==> src/sio8_pkg.sv <==
package sio8_pkg;

  // Register indices on the plain register port.
  localparam logic [1:0] CTRL_OFS = 2'h0;
  localparam logic [1:0] STAT_OFS = 2'h1;
  localparam logic [1:0] DATA_OFS = 2'h2;

  // Control register fields; the clock select sits in bits 2 to 0.
  localparam int CLK_SEL_LSB = 0;
  localparam int MODE_LSB    = 4;
  localparam int ABORT_BIT   = 6;
  localparam int RUN_BIT     = 7;

  // Status register fields.
  localparam int SHIFTING_BIT = 0;
  localparam int UNREAD_BIT   = 1;
  localparam int WRITTEN_BIT  = 2;
  localparam int ACTIVE_BIT   = 3;

  // Values after reset.
  localparam logic [7:0] CTRL_RST = 8'h00;
  localparam logic [7:0] DATA_RST = 8'h00;

  // Clock select code that takes the shift clock from the pin.
  localparam logic [2:0] CLK_EXT = 3'h7;

  // Transfer modes held in the two-bit mode field.
  typedef enum logic [1:0] {
    MODE_TX   = 2'h0,
    MODE_RX   = 2'h1,
    MODE_TXRX = 2'h2,
    MODE_RSVD = 2'h3
  } xfer_mode_t;

  // Shifter sequencer states, one-hot.
  typedef enum logic [3:0] {
    ST_IDLE  = 4'h1,
    ST_SHIFT = 4'h2,
    ST_WAIT  = 4'h4,
    ST_END   = 4'h8
  } sio_state_t;

  // Timing: one machine cycle is taken as one system clock period.
  localparam int CLK_PERIOD_NS     = 25;
  localparam int MACH_CYCLE_NS     = 25;
  localparam int EXT_MIN_PULSE_NS  = 4 * MACH_CYCLE_NS;
  localparam int EXT_MIN_PULSE_CYC =
    (EXT_MIN_PULSE_NS + CLK_PERIOD_NS - 1) / CLK_PERIOD_NS;
  localparam logic [2:0] LAST_BIT = 3'h7;

endpackage

==> src/pin_sync.sv <==
`timescale 1ns/10ps
module pin_sync #(
  parameter int WIDTH = 1
) (
  // Clock and reset.
  input  wire logic             clk,
  input  wire logic             rst_n,
  // Asynchronous levels in, synchronised levels out.
  input  wire logic [WIDTH-1:0] d,
  output logic      [WIDTH-1:0] q
);

  logic [WIDTH-1:0] meta_q;

  // Two stages; the first one is read by the second stage only.
  always_ff @(posedge clk or negedge rst_n) begin
    if (!rst_n) begin
      meta_q <= '0;
      q      <= '0;
    end else begin
      meta_q <= d;
      q      <= meta_q;
    end
  end

endmodule

==> src/sck_divider.sv <==
`timescale 1ns/10ps
module sck_divider
  import sio8_pkg::*;
#(
  parameter int BASE = EXT_MIN_PULSE_CYC
) (
  // Clock and reset.
  input  wire logic       clk,
  input  wire logic       rst_n,
  // Rate select and restart while the shifter is parked.
  input  wire logic [2:0] sel,
  input  wire logic       restart,
  // One-cycle pulse at each half period of the serial clock.
  output logic            tick
);

  logic [15:0] cnt_q;
  logic [15:0] limit;

  // Half period doubles with each step of the select code.
  assign limit = 16'(BASE << sel) - 16'h0001;

  // Restarting keeps the first half period full length after a wait.
  always_ff @(posedge clk or negedge rst_n) begin
    if (!rst_n) begin
      cnt_q <= 16'h0000;
      tick  <= 1'b0;
    end else if (restart || cnt_q >= limit) begin
      cnt_q <= 16'h0000;
      tick  <= !restart;
    end else begin
      cnt_q <= cnt_q + 16'h0001;
      tick  <= 1'b0;
    end
  end

endmodule

==> src/sio8_shift.sv <==
// Implementation choices: the register addresses and the strobed register port.
`timescale 1ns/10ps
module sio8_shift
  import sio8_pkg::*;
#(
  parameter int DIV_BASE = EXT_MIN_PULSE_CYC
) (
  // System clock and reset.
  input  wire logic       MCLK,
  input  wire logic       RSTN,
  // Register port.
  input  wire logic [1:0] ADDR,
  input  wire logic [7:0] WDATA,
  input  wire logic       WR,
  input  wire logic       RD,
  output logic      [7:0] RDATA,
  // Shift clock pin.
  input  wire logic       SHIFT_CLK_I,
  output logic            SHIFT_CLK_O,
  output logic            SHIFT_CLK_OE_N,
  // Serial data pins.
  input  wire logic       SERIAL_IN,
  output logic            SERIAL_OUT,
  // Buffer event.
  output logic            BUFFER_IRQ
);

  // Direction decode of the mode field.
  function automatic logic tx_dir(input xfer_mode_t m);
    return (m == MODE_TX) || (m == MODE_TXRX);
  endfunction

  function automatic logic rx_dir(input xfer_mode_t m);
    return (m == MODE_RX) || (m == MODE_TXRX);
  endfunction

  sio_state_t state_q;
  xfer_mode_t mode_q;
  logic [2:0] clk_sel_q, cnt_q;
  logic [7:0] sh_q, buf_q, sh_next;
  logic       run_q, abort_q, unread_q, written_q, active_q, dummy_q;
  logic       sck_prev_q, sck_s, si_s, tick;
  logic       tx_en, rx_en, ext, shifting, lead_ev, trail_ev;
  logic       word_done, overflow, ready, start, load_ev, end_ev;
  logic       ctrl_wr, mode_chg, data_rd, data_wr;

  // Both pin inputs go through the same two stages, so data and clock
  // keep their relative timing at the sampling point.
  pin_sync #(
    .WIDTH (2)
  ) u_sync (
    .clk   (MCLK),
    .rst_n (RSTN),
    .d     ({SHIFT_CLK_I, SERIAL_IN}),
    .q     ({sck_s, si_s})
  );

  // Internal rate generator, parked while no word is shifting.
  sck_divider #(
    .BASE (DIV_BASE)
  ) u_div (
    .clk     (MCLK),
    .rst_n   (RSTN),
    .sel     (clk_sel_q),
    .restart (!shifting || ext),
    .tick    (tick)
  );

  // Register port decode.
  assign ctrl_wr  = WR && (ADDR == CTRL_OFS);
  assign mode_chg = ctrl_wr && (WDATA[MODE_LSB+:2] != mode_q);
  assign data_rd  = RD && (ADDR == DATA_OFS);
  assign data_wr  = WR && (ADDR == DATA_OFS);

  // Mode and clock source decode.
  assign tx_en = tx_dir(mode_q);
  assign rx_en = rx_dir(mode_q);
  assign ext   = (clk_sel_q == CLK_EXT);

  // Leading edge is the falling pin edge, trailing edge the rising one;
  // an internal clock makes them from divider ticks.
  assign shifting = (state_q == ST_SHIFT);
  assign lead_ev  = shifting && (ext ? (sck_prev_q && !sck_s)
                                     : (tick && SHIFT_CLK_O));
  assign trail_ev = shifting && (ext ? (!sck_prev_q && sck_s)
                                     : (tick && !SHIFT_CLK_O));
  assign word_done = trail_ev && (cnt_q == LAST_BIT);
  assign sh_next   = {si_s, sh_q[7:1]};

  // An external peer that completes a word over an unread one overruns.
  assign overflow = ext && rx_en && unread_q;

  // Next word may go once read and written as the mode needs.
  assign ready = (!tx_en || written_q) && (!rx_en || !unread_q);

  // Sequencer events.
  assign start   = (state_q == ST_IDLE) && run_q && !abort_q &&
                   (mode_q != MODE_RSVD) && (!tx_en || written_q);
  assign end_ev  = (state_q == ST_END);
  assign load_ev = !abort_q && (start ||
                   ((state_q == ST_WAIT) && run_q && ready) ||
                   (word_done && run_q && !dummy_q && !overflow &&
                    (ext ? written_q || !tx_en : ready && !rx_en)));

  // Control register; hardware drops run at the end of an operation,
  // but a software write in the same cycle wins.
  always_ff @(posedge MCLK or negedge RSTN) begin
    if (!RSTN) begin
      clk_sel_q <= CTRL_RST[CLK_SEL_LSB+:3];
      mode_q    <= xfer_mode_t'(CTRL_RST[MODE_LSB+:2]);
      run_q     <= CTRL_RST[RUN_BIT];
      abort_q   <= CTRL_RST[ABORT_BIT];
    end else if (ctrl_wr) begin
      clk_sel_q <= WDATA[CLK_SEL_LSB+:3];
      mode_q    <= xfer_mode_t'(WDATA[MODE_LSB+:2]);
      run_q     <= WDATA[RUN_BIT];
      abort_q   <= WDATA[ABORT_BIT];
    end else begin
      abort_q <= 1'b0; // Abort clears itself after acting.
      if (end_ev || abort_q) begin
        run_q <= 1'b0;
      end
    end
  end

  // Sequencer.
  always_ff @(posedge MCLK or negedge RSTN) begin
    if (!RSTN) begin
      state_q <= ST_IDLE;
      dummy_q <= 1'b0;
    end else if (abort_q) begin
      state_q <= ST_IDLE;
      dummy_q <= 1'b0;
    end else begin
      unique case (state_q)
        ST_IDLE: begin
          dummy_q <= 1'b0;
          if (start) begin
            state_q <= ST_SHIFT;
          end
        end
        ST_SHIFT: begin
          if (word_done) begin
            if (!run_q || dummy_q || overflow) begin
              state_q <= ST_END;
            end else if (ext && tx_en && !written_q) begin
              dummy_q <= 1'b1;
            end else if (!ext && !load_ev) begin
              state_q <= ST_WAIT;
            end
          end
        end
        ST_WAIT: begin
          if (!run_q) begin
            state_q <= ST_END;
          end else if (ready) begin
            state_q <= ST_SHIFT;
          end
        end
        ST_END: begin
          state_q <= ST_IDLE;
        end
      endcase
    end
  end

  // Transfer-active flag follows the operation from start to its end.
  always_ff @(posedge MCLK or negedge RSTN) begin
    if (!RSTN) begin
      active_q <= 1'b0;
    end else if (abort_q || end_ev) begin
      active_q <= 1'b0;
    end else if (start) begin
      active_q <= 1'b1;
    end
  end

  // Shift register and bit counter; a load in the last trailing cycle
  // takes priority so the next word follows without a gap.
  always_ff @(posedge MCLK or negedge RSTN) begin
    if (!RSTN) begin
      sh_q  <= DATA_RST;
      cnt_q <= 3'h0;
    end else if (load_ev) begin
      if (tx_en) begin
        sh_q <= buf_q;
      end
      cnt_q <= 3'h0;
    end else if (trail_ev) begin
      sh_q  <= sh_next;
      cnt_q <= cnt_q + 3'h1;
    end
  end

  // Shared data buffer; a mode change wipes it, a finished received
  // word overwrites it, and software writes otherwise.
  always_ff @(posedge MCLK or negedge RSTN) begin
    if (!RSTN) begin
      buf_q <= DATA_RST;
    end else if (mode_chg) begin
      buf_q <= DATA_RST;
    end else if (word_done && rx_en && !overflow) begin
      buf_q <= sh_next;
    end else if (data_wr) begin
      buf_q <= WDATA;
    end
  end

  // Unread flag: a new word sets it, and the set wins over a read.
  always_ff @(posedge MCLK or negedge RSTN) begin
    if (!RSTN) begin
      unread_q <= 1'b0;
    end else if (mode_chg) begin
      unread_q <= 1'b0;
    end else if (word_done && rx_en && !overflow) begin
      unread_q <= 1'b1;
    end else if (data_rd) begin
      unread_q <= 1'b0;
    end
  end

  // Written flag: a software write sets it and wins over the load.
  always_ff @(posedge MCLK or negedge RSTN) begin
    if (!RSTN) begin
      written_q <= 1'b0;
    end else if (mode_chg) begin
      written_q <= 1'b0;
    end else if (data_wr) begin
      written_q <= 1'b1;
    end else if (load_ev && tx_en) begin
      written_q <= 1'b0;
    end
  end

  // Buffer event: empty on a transmit-only load, full on a kept word.
  always_ff @(posedge MCLK or negedge RSTN) begin
    if (!RSTN) begin
      BUFFER_IRQ <= 1'b0;
    end else begin
      BUFFER_IRQ <= (load_ev && mode_q == MODE_TX) ||
                    (word_done && rx_en && !overflow && !abort_q);
    end
  end

  // Serial output changes only on a leading edge, so the last bit
  // stands until the next falling edge.
  always_ff @(posedge MCLK or negedge RSTN) begin
    if (!RSTN) begin
      SERIAL_OUT <= 1'b1;
    end else if (lead_ev && tx_en) begin
      SERIAL_OUT <= sh_q[0];
    end
  end

  // Internal shift clock idles high and stops whenever the sequencer
  // leaves the shift state; that is the automatic wait.
  always_ff @(posedge MCLK or negedge RSTN) begin
    if (!RSTN) begin
      SHIFT_CLK_O <= 1'b1;
    end else if (!shifting || ext) begin
      SHIFT_CLK_O <= 1'b1;
    end else if (tick) begin
      SHIFT_CLK_O <= !SHIFT_CLK_O;
    end
  end

  // Pin is released whenever the clock comes from the peer.
  always_ff @(posedge MCLK or negedge RSTN) begin
    if (!RSTN) begin
      SHIFT_CLK_OE_N <= 1'b1;
      sck_prev_q     <= 1'b1;
    end else begin
      SHIFT_CLK_OE_N <= ext;
      sck_prev_q     <= sck_s;
    end
  end

  // Read data stand in the cycle after the strobe; unmapped reads zero.
  always_ff @(posedge MCLK or negedge RSTN) begin
    if (!RSTN) begin
      RDATA <= 8'h00;
    end else if (RD) begin
      unique case (ADDR)
        CTRL_OFS: RDATA <= {run_q, 1'b0, mode_q, 1'b0, clk_sel_q};
        STAT_OFS: RDATA <= {4'h0, active_q, written_q, unread_q,
                            shifting};
        DATA_OFS: RDATA <= buf_q;
        default:  RDATA <= 8'h00;
      endcase
    end else begin
      RDATA <= 8'h00;
    end
  end
endmodule

==> config.mk <==
export PLATFORM = sky130hd
export DESIGN_NAME = sio8_shift
export DESIGN_NICKNAME = d
export VERILOG_FILES = /design/src/sio8_pkg.sv /design/src/pin_sync.sv /design/src/sck_divider.sv /design/src/sio8_shift.sv
export SDC_FILE = /design/constraint.sdc
export NUM_CORES = 1
export LEC_CHECK = 0
export BUFFER_PORTS_ARGS = -buffer_cell sky130_fd_sc_hd__buf_4
export CAP_MARGIN = 0
export CORE_MARGIN = 2
export CORE_UTILIZATION = 59
export CTS_CLUSTER_DIAMETER = 60
export DETAILED_ROUTE_END_ITERATION = 12
export GPL_TIMING_DRIVEN = 0
export HOLD_SLACK_MARGIN = 0.06
export PLACE_DENSITY = 0.85
export SETUP_SLACK_MARGIN = 0.1
export SLEW_MARGIN = 20
export SYNTH_ARGS = -nofsm -noshare
export SYNTH_HDL_FRONTEND = slang
export SYNTH_SLANG_ARGS = --single-unit
==> constraint.sdc <==
create_clock -name MCLK -period 2.87 [get_ports MCLK]
set_input_delay 0.287 -clock MCLK [delete_from_list [all_inputs] [get_ports MCLK]]
set_output_delay 0.287 -clock MCLK [all_outputs]
set_load 0.03 [all_outputs]
==> impl_metrics.ini, run 1 <==
[yosys]
yosysSeqAreaShare_pct = 45.93
synth_area_leader_cell = dfrtp_1
ys_ff_latch = 68
synth_edf_count = 0
synth_most_common_cell = dfrtp_1
ys_types = 55
syn_area_per_cell_um2 = 10.05
synthFlopType = dfrtp_1
yosysWarnings = 0
syn_area_mm2 = 0.003719
synth_common_cells = dfrtp_1 (63), nand2_1 (39), nor2_1 (30)
synth.area.top_cells = dfrtp_1 (42%), ha_1 (6.1%), nand2_1 (3.9%), dfstp_2 (3.5%), a221oi_2 (3.2%)
netlist_instances = 370
synthArstFlopShare_pct = 100.0
synth_top_area_share_pct = 42.40

[min_path]
worst_hold_path_type = input port to asynchronous set/reset pin

[sta]
timing.final.crit_period_ns = 2.504
whs_ns = 0.02187
hold_violations = 0
finalSetupTns_ns = 0
setup_viol = 0
post-route-period-util_pct = 87.25
final_max_slew_viol_count = 0
skew_ns = 0.006461
fmax_mhz = 399.3
tightest_slew_ns = 0.8379
slew_headroom_pct = 44.14
rsz0062_at_grt = false

[global_routing]
grt_pass1_vias = 2825
grt_usage_pct = 24.35
antenna_found_initial = 0
met3_usage_pct = 5.070
grt_use_met2_pct = 37.90
gr-usage-met1_pct = 33.73
grt-busiest-layer = met2
grt_pass1_wl_mm = 13.51
gr-total-overflow = 0
grt_max_degree = 69

[run_status]
status = finished clean

[drt]
detail_route.wl_per_cell_um = 15.86
post-route-drc-count = 0
drt_wl_total_mm = 7.789
via_per_inst = 5.982
ant_nets = 0
drtIter0Drc = 173
drt-pass1-iter-count = 5
num_vias = 2937

[placement]
place_congestion = 0.8225
post-dp-hpwl_mm = 5.483
port_buffers = 24

[floorplanning]
rows = 28
die-area_mm2 = 0.006954
core_mm2 = 0.005991
die_w_um = 83.39
io_pins = 28
start_util_pct = 62.07
die_h_um = 83.39

[clock_network]
insertion_delay_ns = 0.36
cts_made_buffers = 9
cts.clk_slew.worst_paths_ns = 0.07
clock_sinks = 68
cts_root_buf = clkbuf_8
cts_tree = yes
post_cts_buffers = 0
cts_buffer_depth = 2
h-tree-depth = 3

[setup_path]
startpoint = clk_sel_q[1]
crit_chain = buf_2, nand3_4, ha_1, nand4_1, nor4_1, nand2_1, a211oi_2, clkbuf_2, nor4_1
reg2reg_to = u_div.cnt_q[14]
max_stage_delay_ns = 0.43
path_common_cell = nor4_1
rr_startpoint = clk_sel_q[1]
crit_end = u_div.cnt_q[14]
ff2ff_path_depth = 9
arrival_ns = 2.72
cp.required_ns = 3.09
start_kind = register
ff2ff_setup_slack_ns = 0.37
slowest_stage = a211oi_2
cp-end-kind = register
cp_max_fo = 10
crit_type = register to register

[cells_and_area]
postLayoutCoreUtil_pct = 70.07
nets = 445
antennaDiodeCount = 0
drive_gt1_share_pct = 17.79
fillers = 449
area_growth_pct = 12.89

[power]
ir_drop_uv = 473.5
switching_share_pct = 36.04
switchingPower_uw = 1063
combPwrFrac_pct = 32.7
powerDensity_mw_per_mm2 = 702.9
clkPwrFrac_pct = 23.5
finalPower_uw = 2951
p_int_uw = 1887
power_leakage_uw = 0.001908
seqPwrFrac_pct = 43.8

[run]
drv_cap = 0
## logic make-up after synthesis
logic type	synth area share, %
and+or+nand+nor	20.96
DFF	45.93
AOI/OAI and AO/OA	14.84
buffers and inverters	4.845
adders and majority gates	6.057
xor gates and xnor gates	3.768
muxes	3.398
other	0.2020
## timing repair
| item | 4_1_cts | 5_1_grt |
|---|---|---|
| resized for setup | 0 | 2 |
| setup endpoints to repair | 0 | 10 |
| endpoints found under the hold margin | 2 | 0 |
| hold buffers | 2 | 0 |
## cells in the final DEF (no fill, tap or decap), types with 3 or more instances in the layout
cell type	instances
nor3_1	5
clkbuf_8	10
nor3b_1	5
a311oi_1	10
a21oi_1	10
o21ai_0	13
nor4b_1	3
and2_1	8
mux2_2	5
a31oi_1	3
mux2i_1	7
nand4_1	8
nor4_1	16
and4_1	3
buf_4	24
xor2_1	10
clkinv_2	4
nand3_1	14
nand2b_1	5
clkbuf_1	12
dfrtp_1	63
xnor2_1	6
a221oi_2	8
dfstp_2	5
ha_1	18
inv_1	23
nand2_1	39
nor2b_1	3
nor2_1	30
buf_2	4
conb_1	6
## through the flow
stage / instance area [um2] / worst slack [ns] / std cells
final: 4198 / 0.3659 / 491
after detailed placement: 4008 / 0.2808 / 473
after global routing: 4198 / 0.1449 / 491
after global placement: 4008 / 0.3138 / 473
after CTS: 4197 / 0.2465 / 491
after floorplan: 3734 / 0.7454 / 374
## worst max-delay path, delay by kind of cell, from the launching register on
family / cells / cell delay [ns]
AOI/OAI and AO/OA: 1 / 0.43
adders and majority gates: 1 / 0.31
buffers and inverters: 2 / 0.54
DFF: 1 / 0.32
and+or+nand+nor: 5 / 0.75
## state kept, by name, summed over array words and instances (netlist names), 2 cells and up
register and cells:
u_sync.meta_q 2, u_sync.q 2, u_div.cnt_q 16, state_q 4, buf_q 8, sh_q 8
clk_sel_q 3, RDATA 8, cnt_q 3, mode_q 2
## per-layer routing
layer	wire (um)	vias up
li1	-	1409
met1	3522	1428
met2	3752	89
met3	383	11
met4	131	0
met5	0	-
## power by group through the flow
stage,Combinational [uW],Sequential [uW],Clock [uW]
floorplan,687,1320,0
global placement,928,1300,0
detailed placement,956,1310,0
CTS,962,1290,704
global route,1080,1310,746
finish,966,1290,693
## worst min path at each step
| stage | slack, ns | end | cells after the start | from |
|---|---|---|---|---|
| 6_report | 0.02 | u_div.cnt_q[9] | 1 | RSTN |
| 5_1_grt | 0.11 | u_div.cnt_q[1] | 1 | RSTN |
| 4_1_cts | 0.06 | sh_q[2] | 1 | RSTN |
| 2_1_floorplan | -0.009 | BUFFER_IRQ | 0 | RSTN |
| 3_5_place_dp | 0.34 | u_sync.q[0] | 0 | u_sync.meta_q[0] |
| 3_3_place_gp | 0.33 | u_sync.q[0] | 0 | u_sync.meta_q[0] |
## area by class of cell
cell class / count / area [um2] / area share, %
clock buffers: 11 / 141.4 / 3.368
repair buffers: 26 / 200.2 / 4.769
clock inverters: 5 / 27.53 / 0.6557
flip-flops and latches: 68 / 1708 / 40.69
multi-input cells: 264 / 1846 / 43.96
well taps: 75 / 93.84 / 2.235
plain buffers: 18 / 88.84 / 2.116
inverters: 24 / 92.59 / 2.206
(Power assumes the default switching activity.)
==> run 2: changes to the inputs <==
==> constraint.sdc (replaced) <==
create_clock -name MCLK -period 2.87 [get_ports MCLK]
set_input_delay 0 -clock MCLK [delete_from_list [all_inputs] [get_ports MCLK]]
set_output_delay 0 -clock MCLK [all_outputs]
set_load 0.03 [all_outputs]
==> run 2 against run 1 <==
Worst hold slack improved by 0.095 ns. Routed wire length increased by 1.5%. Total power increased by 0.63%. Die area unchanged. Largest power group unchanged. Combinational power up 1%. Highest routed layer unchanged. Core utilization increased by 1.7 points. Count of clock-buffer cells in the layout unchanged. Non-clock buffer count grew 10. Register-to-register slack about the same. Critical endpoint unchanged. Setup slack barely moved.
==> impl_metrics.ini, run 2 (synthesized netlist as in run 1, its figures left out) <==
[cells_and_area]
area_growth_pct = 15.58
fillers = 434
nets = 455
finalNonFillerCells = 501
postLayoutCoreUtil_pct = 71.74
largest_reg_flops = 16
drive_gt1_share_pct = 17.37
final_cell_area_mm2 = 0.004298
antennaDiodeCount = 0
final_common_cell = dfrtp_1
regMostFlops = u_div.cnt_q
final_cell_mix = dfrtp_1 (63), nand2_1 (39), nor2_1 (30)

[global_routing]
grt_pass1_wl_mm = 13.73
grt_max_degree = 69
antenna_found_initial = 0
grt_usage_pct = 24.75
gr-total-overflow = 0
grt_pass1_vias = 2877

[floorplanning]
die_h_um = 83.39
die_w_um = 83.39
die-area_mm2 = 0.006954
core_mm2 = 0.005991
rows = 28
io_pins = 28
start_util_pct = 62.07

[power]
power_leakage_uw = 0.001950
finalPower_uw = 2969
ir_drop_uv = 474.3
powerDensity_mw_per_mm2 = 690.9

[placement]
place_congestion = 0.8225
post-dp-hpwl_mm = 5.483
dp.cells = 473
port_buffers = 24
placed_cell_area_mm2 = 0.004008

[sta]
hold_violations = 0
skew_ns = 0.006305
post-route-period-util_pct = 87.25
timing.final.crit_period_ns = 2.504
rsz0062_at_grt = false
finalSetupTns_ns = 0
final_max_slew_viol_count = 0
fmax_mhz = 399.4
setup_viol = 0
slew_headroom_pct = 44.19
tightest_slew_ns = 0.8371

[clock_network]
cts_root_buf = clkbuf_8
h-tree-depth = 3
cts_made_buffers = 9
clock_sinks = 68
cts.clk_slew.worst_paths_ns = 0.07
cts_tree = yes
insertion_delay_ns = 0.36
post_cts_buffers = 0
cts_buffer_depth = 2

[run]
drv_cap = 0

[setup_path]
cp-end-kind = register
crit_type = register to register
ff2ff_path_depth = 9
arrival_ns = 2.72
crit_end = u_div.cnt_q[14]
ff2ff_setup_slack_ns = 0.37
startpoint = clk_sel_q[1]
reg2reg_to = u_div.cnt_q[14]
start_kind = register
cp.required_ns = 3.09
cp_max_fo = 10
rr_startpoint = clk_sel_q[1]

[drt]
drt_wl_total_mm = 7.907
via_per_inst = 5.978
num_vias = 2995
ant_nets = 0
detail_route.wl_per_cell_um = 15.78
drtIter0Drc = 243
drt-pass1-iter-count = 5
post-route-drc-count = 0

[run_status]
status = finished clean

[min_path]
worst_hold_path_type = input port to register
[run 2: worst min-delay path by stage]
stage                   start          endpoint  cells after the start
floorplan                RSTN        BUFFER_IRQ                      0
global placement    SERIAL_IN  u_sync.meta_q[0]                      1
detailed placement  SERIAL_IN  u_sync.meta_q[0]                      1
CTS                        WR          buf_q[7]                      3
global route               WR          buf_q[0]                      3
finish                     WR          buf_q[5]                      3
[run 2: layout make-up]
cell class / instances / area (um2) / share of cell area, %
flip-flops and latches: 68 / 1708 / 39.74
clock buffers: 11 / 141.4 / 3.290
inverters: 24 / 92.59 / 2.154
plain buffers: 18 / 88.84 / 2.067
multi-input cells: 264 / 1846 / 42.94
repair buffers: 36 / 300.3 / 6.987
well taps: 75 / 93.84 / 2.183
clock inverters: 5 / 27.53 / 0.6405
[run 2: power by group]
group | leakage (uW) | switching (uW) | internal (uW)
sequential | 0.000871 | 137 | 1160
combinational | 0.000990 | 568 | 409
clock | 0.0000889 | 367 | 331
[run 2: worst max-delay path: stages, from the launching register on]
cell and delay [ns]:
dfrtp_1 0.31, buf_2 0.22, nand3_4 0.16, ha_1 0.31, nand4_1 0.09, nor4_1 0.29
nand2_1 0.12, a211oi_2 0.43, clkbuf_2 0.31, nor4_1 0.10
[run 2: layer usage]
metal | vias up | global-route usage (%) | part of all wire [%]
li1 | 1427 | - | -
met1 | 1445 | 34.30 | 44
met2 | 107 | 38.42 | 48
met3 | 16 | 5.169 | 6.2
met4 | 0 | 9.538 | 1.9
met5 | - | 0 | 0
[run 2: what timing repair did]
item	CTS	global route
endpoints found under the setup margin	0	10
endpoints found under the hold margin	89	0
resized for setup	0	2
hold buffers	12	0
[run 2: per-stage QoR]
step | hold WS [ns] | worst slack (ns)
global placement | 0.1105 | 0.3138
finish | 0.1164 | 0.3659
floorplan | -0.2956 | 0.7454
detailed placement | 0.1106 | 0.2808
CTS | 0.08888 | 0.2465
global route | 0.1526 | 0.1449
==> run 3: changes to the inputs <==
--- a/config.mk
+++ b/config.mk
@@ -13,7 +13,7 @@
 export DETAILED_ROUTE_END_ITERATION = 12
 export GPL_TIMING_DRIVEN = 0
 export HOLD_SLACK_MARGIN = 0.06
-export PLACE_DENSITY = 0.85
+export PLACE_DENSITY = 0.78
 export SETUP_SLACK_MARGIN = 0.1
 export SLEW_MARGIN = 20
 export SYNTH_ARGS = -nofsm -noshare
==> constraint.sdc (replaced) <==
create_clock -name MCLK -period 3.2 [get_ports MCLK]
set_input_delay 0 -clock MCLK [delete_from_list [all_inputs] [get_ports MCLK]]
set_output_delay 0 -clock MCLK [all_outputs]
set_load 0.03 [all_outputs]
==> run 3 against run 2 <==
Non-clock buffer count is the same. Total power shrank 4.8%. Sequential share of layout area shrank 0.50 points. Count of clock-buffer cells in the layout shrank 1. First-iteration DRC count shrank 0.82%. Setup slack gained 0.17 ns. Routed wire length grew 1.7%. Combinational power shrank 11%. Die area is the same. Worst hold slack lost 0.015 ns. Global-route usage grew 0.20 points. Largest cell class unchanged. Highest routed layer unchanged.
==> impl_metrics.ini, run 3 (synthesized netlist as in run 1, its figures left out) <==
[run_status]
status = finished clean

[global_routing]
grt_pass1_vias = 3002
gr-total-overflow = 0
grt_usage_pct = 24.95
grt_pass1_wl_mm = 13.92
grt_max_degree = 69
antenna_found_initial = 0

[sta]
timing.final.crit_period_ns = 2.665
fmax_mhz = 375.2
setup_viol = 0
hold_violations = 0
final_max_slew_viol_count = 0
rsz0062_at_grt = false
skew_ns = 0.009358
finalSetupTns_ns = 0
tightest_slew_ns = 0.8418
slew_headroom_pct = 43.88
post-route-period-util_pct = 83.29

[placement]
placed_cell_area_mm2 = 0.004008
place_congestion = 0.8309
port_buffers = 24
post-dp-hpwl_mm = 5.479

[floorplanning]
io_pins = 28
start_util_pct = 62.07
rows = 28
die-area_mm2 = 0.006954
die_w_um = 83.39
core_mm2 = 0.005991
die_h_um = 83.39

[cells_and_area]
drive_gt1_share_pct = 17.37
largest_reg_flops = 16
antennaDiodeCount = 0
area_growth_pct = 17.06
nets = 455
final_cell_mix = dfrtp_1 (63), nand2_1 (39), nor2_1 (30)
final_common_cell = dfrtp_1
fillers = 467
final_cell_area_mm2 = 0.004353
regMostFlops = u_div.cnt_q
postLayoutCoreUtil_pct = 72.66

[drt]
detail_route.wl_per_cell_um = 16.05
via_per_inst = 5.842
num_vias = 2927
drt-pass1-iter-count = 5
ant_nets = 0
drt_wl_total_mm = 8.043
drtIter0Drc = 241
post-route-drc-count = 0

[clock_network]
h-tree-depth = 3
cts_buffer_depth = 2
insertion_delay_ns = 0.35
cts_tree = yes
cts_hold_repair.buffers = 12
cts.clk_slew.worst_paths_ns = 0.08
clock_sinks = 68
post_cts_buffers = 0
cts_root_buf = clkbuf_8
cts_resized = 0
cts_made_buffers = 9

[min_path]
worst_hold_path_type = input port to register
worstHoldStart = WR

[setup_path]
rr_startpoint = clk_sel_q[1]
arrival_ns = 2.87
startpoint = clk_sel_q[1]
ff2ff_setup_slack_ns = 0.53
cp-end-kind = register
cp.required_ns = 3.41
crit_type = register to register
cp_max_fo = 10
start_kind = register

[power]
powerDensity_mw_per_mm2 = 649.6
ir_drop_uv = 416.0
finalPower_uw = 2828
power_leakage_uw = 0.001974

[run]
drv_cap = 0
[run 3: cell count changes in the layout (fill, tap and decap cells not counted), sizes merged]
cell,change
bufinv,+2
clkbuf,-1
clkinvlp,-1
[run 3: cell type report]
| class | instances | area, um2 | area share [%] |
|---|---|---|---|
| sequential | 68 | 1708 | 39.24 |
| buffer | 18 | 87.58 | 2.012 |
| inverter | 24 | 92.59 | 2.127 |
| clock buffer | 10 | 137.6 | 3.162 |
| timing repair buffer | 36 | 300.3 | 6.899 |
| clock inverter | 6 | 87.58 | 2.012 |
| multi-input combinational | 264 | 1846 | 42.40 |
| tap | 75 | 93.84 | 2.156 |
[run 3: layer usage]
| metal | GRT usage [%] | vias to the layer above | share of wire, % |
|---|---|---|---|
| li1 | - | 1421 | - |
| met1 | 34.49 | 1410 | 45 |
| met3 | 5.368 | 10 | 5.6 |
| met5 | 0 | - | 0 |
| met2 | 39.88 | 86 | 48 |
| met4 | 7.154 | 0 | 1.6 |
[run 3: path summary, 6_finish.rpt]
kind | to | depth (start not counted)
min in group asynchronous | u_div.cnt_q[1] | 2
worst max register to register | u_div.cnt_q[14] | 9
worst max-delay path | u_div.cnt_q[14] | 9
worst min-delay path | buf_q[5] | 3
max in group asynchronous | sh_q[2] | 2
worst min register to register | u_sync.q[0] | 0
[run 3: power by group]
part / internal (uW) / switching [uW] / leakage [uW]
Clock: 460 / 337 / 0.000116
Combinational: 366 / 504 / 0.000987
Sequential: 1040 / 124 / 0.000871
Total: 1860 / 965 / 0.00197
[run 3: stage by stage]
stage / worst slack (ns) / std cells / hold WS, ns
finish: 0.5349 / 501 / 0.1019
global route: 0.2232 / 501 / 0.1038
CTS: 0.4981 / 501 / 0.08783
detailed placement: 0.5269 / 473 / 0.1127
global placement: 0.5634 / 473 / 0.1102
floorplan: 1.075 / 374 / -0.2956
[run 3: critical path, stage by stage (launching register included)]
cell and delay [ns]:
dfrtp_1 0.32, buf_2 0.22, nand3_4 0.15, ha_1 0.32, nand4_1 0.08, nor4_1 0.37
nand2_1 0.14, a211oi_2 0.38, clkbuf_1 0.41, nor4_1 0.12
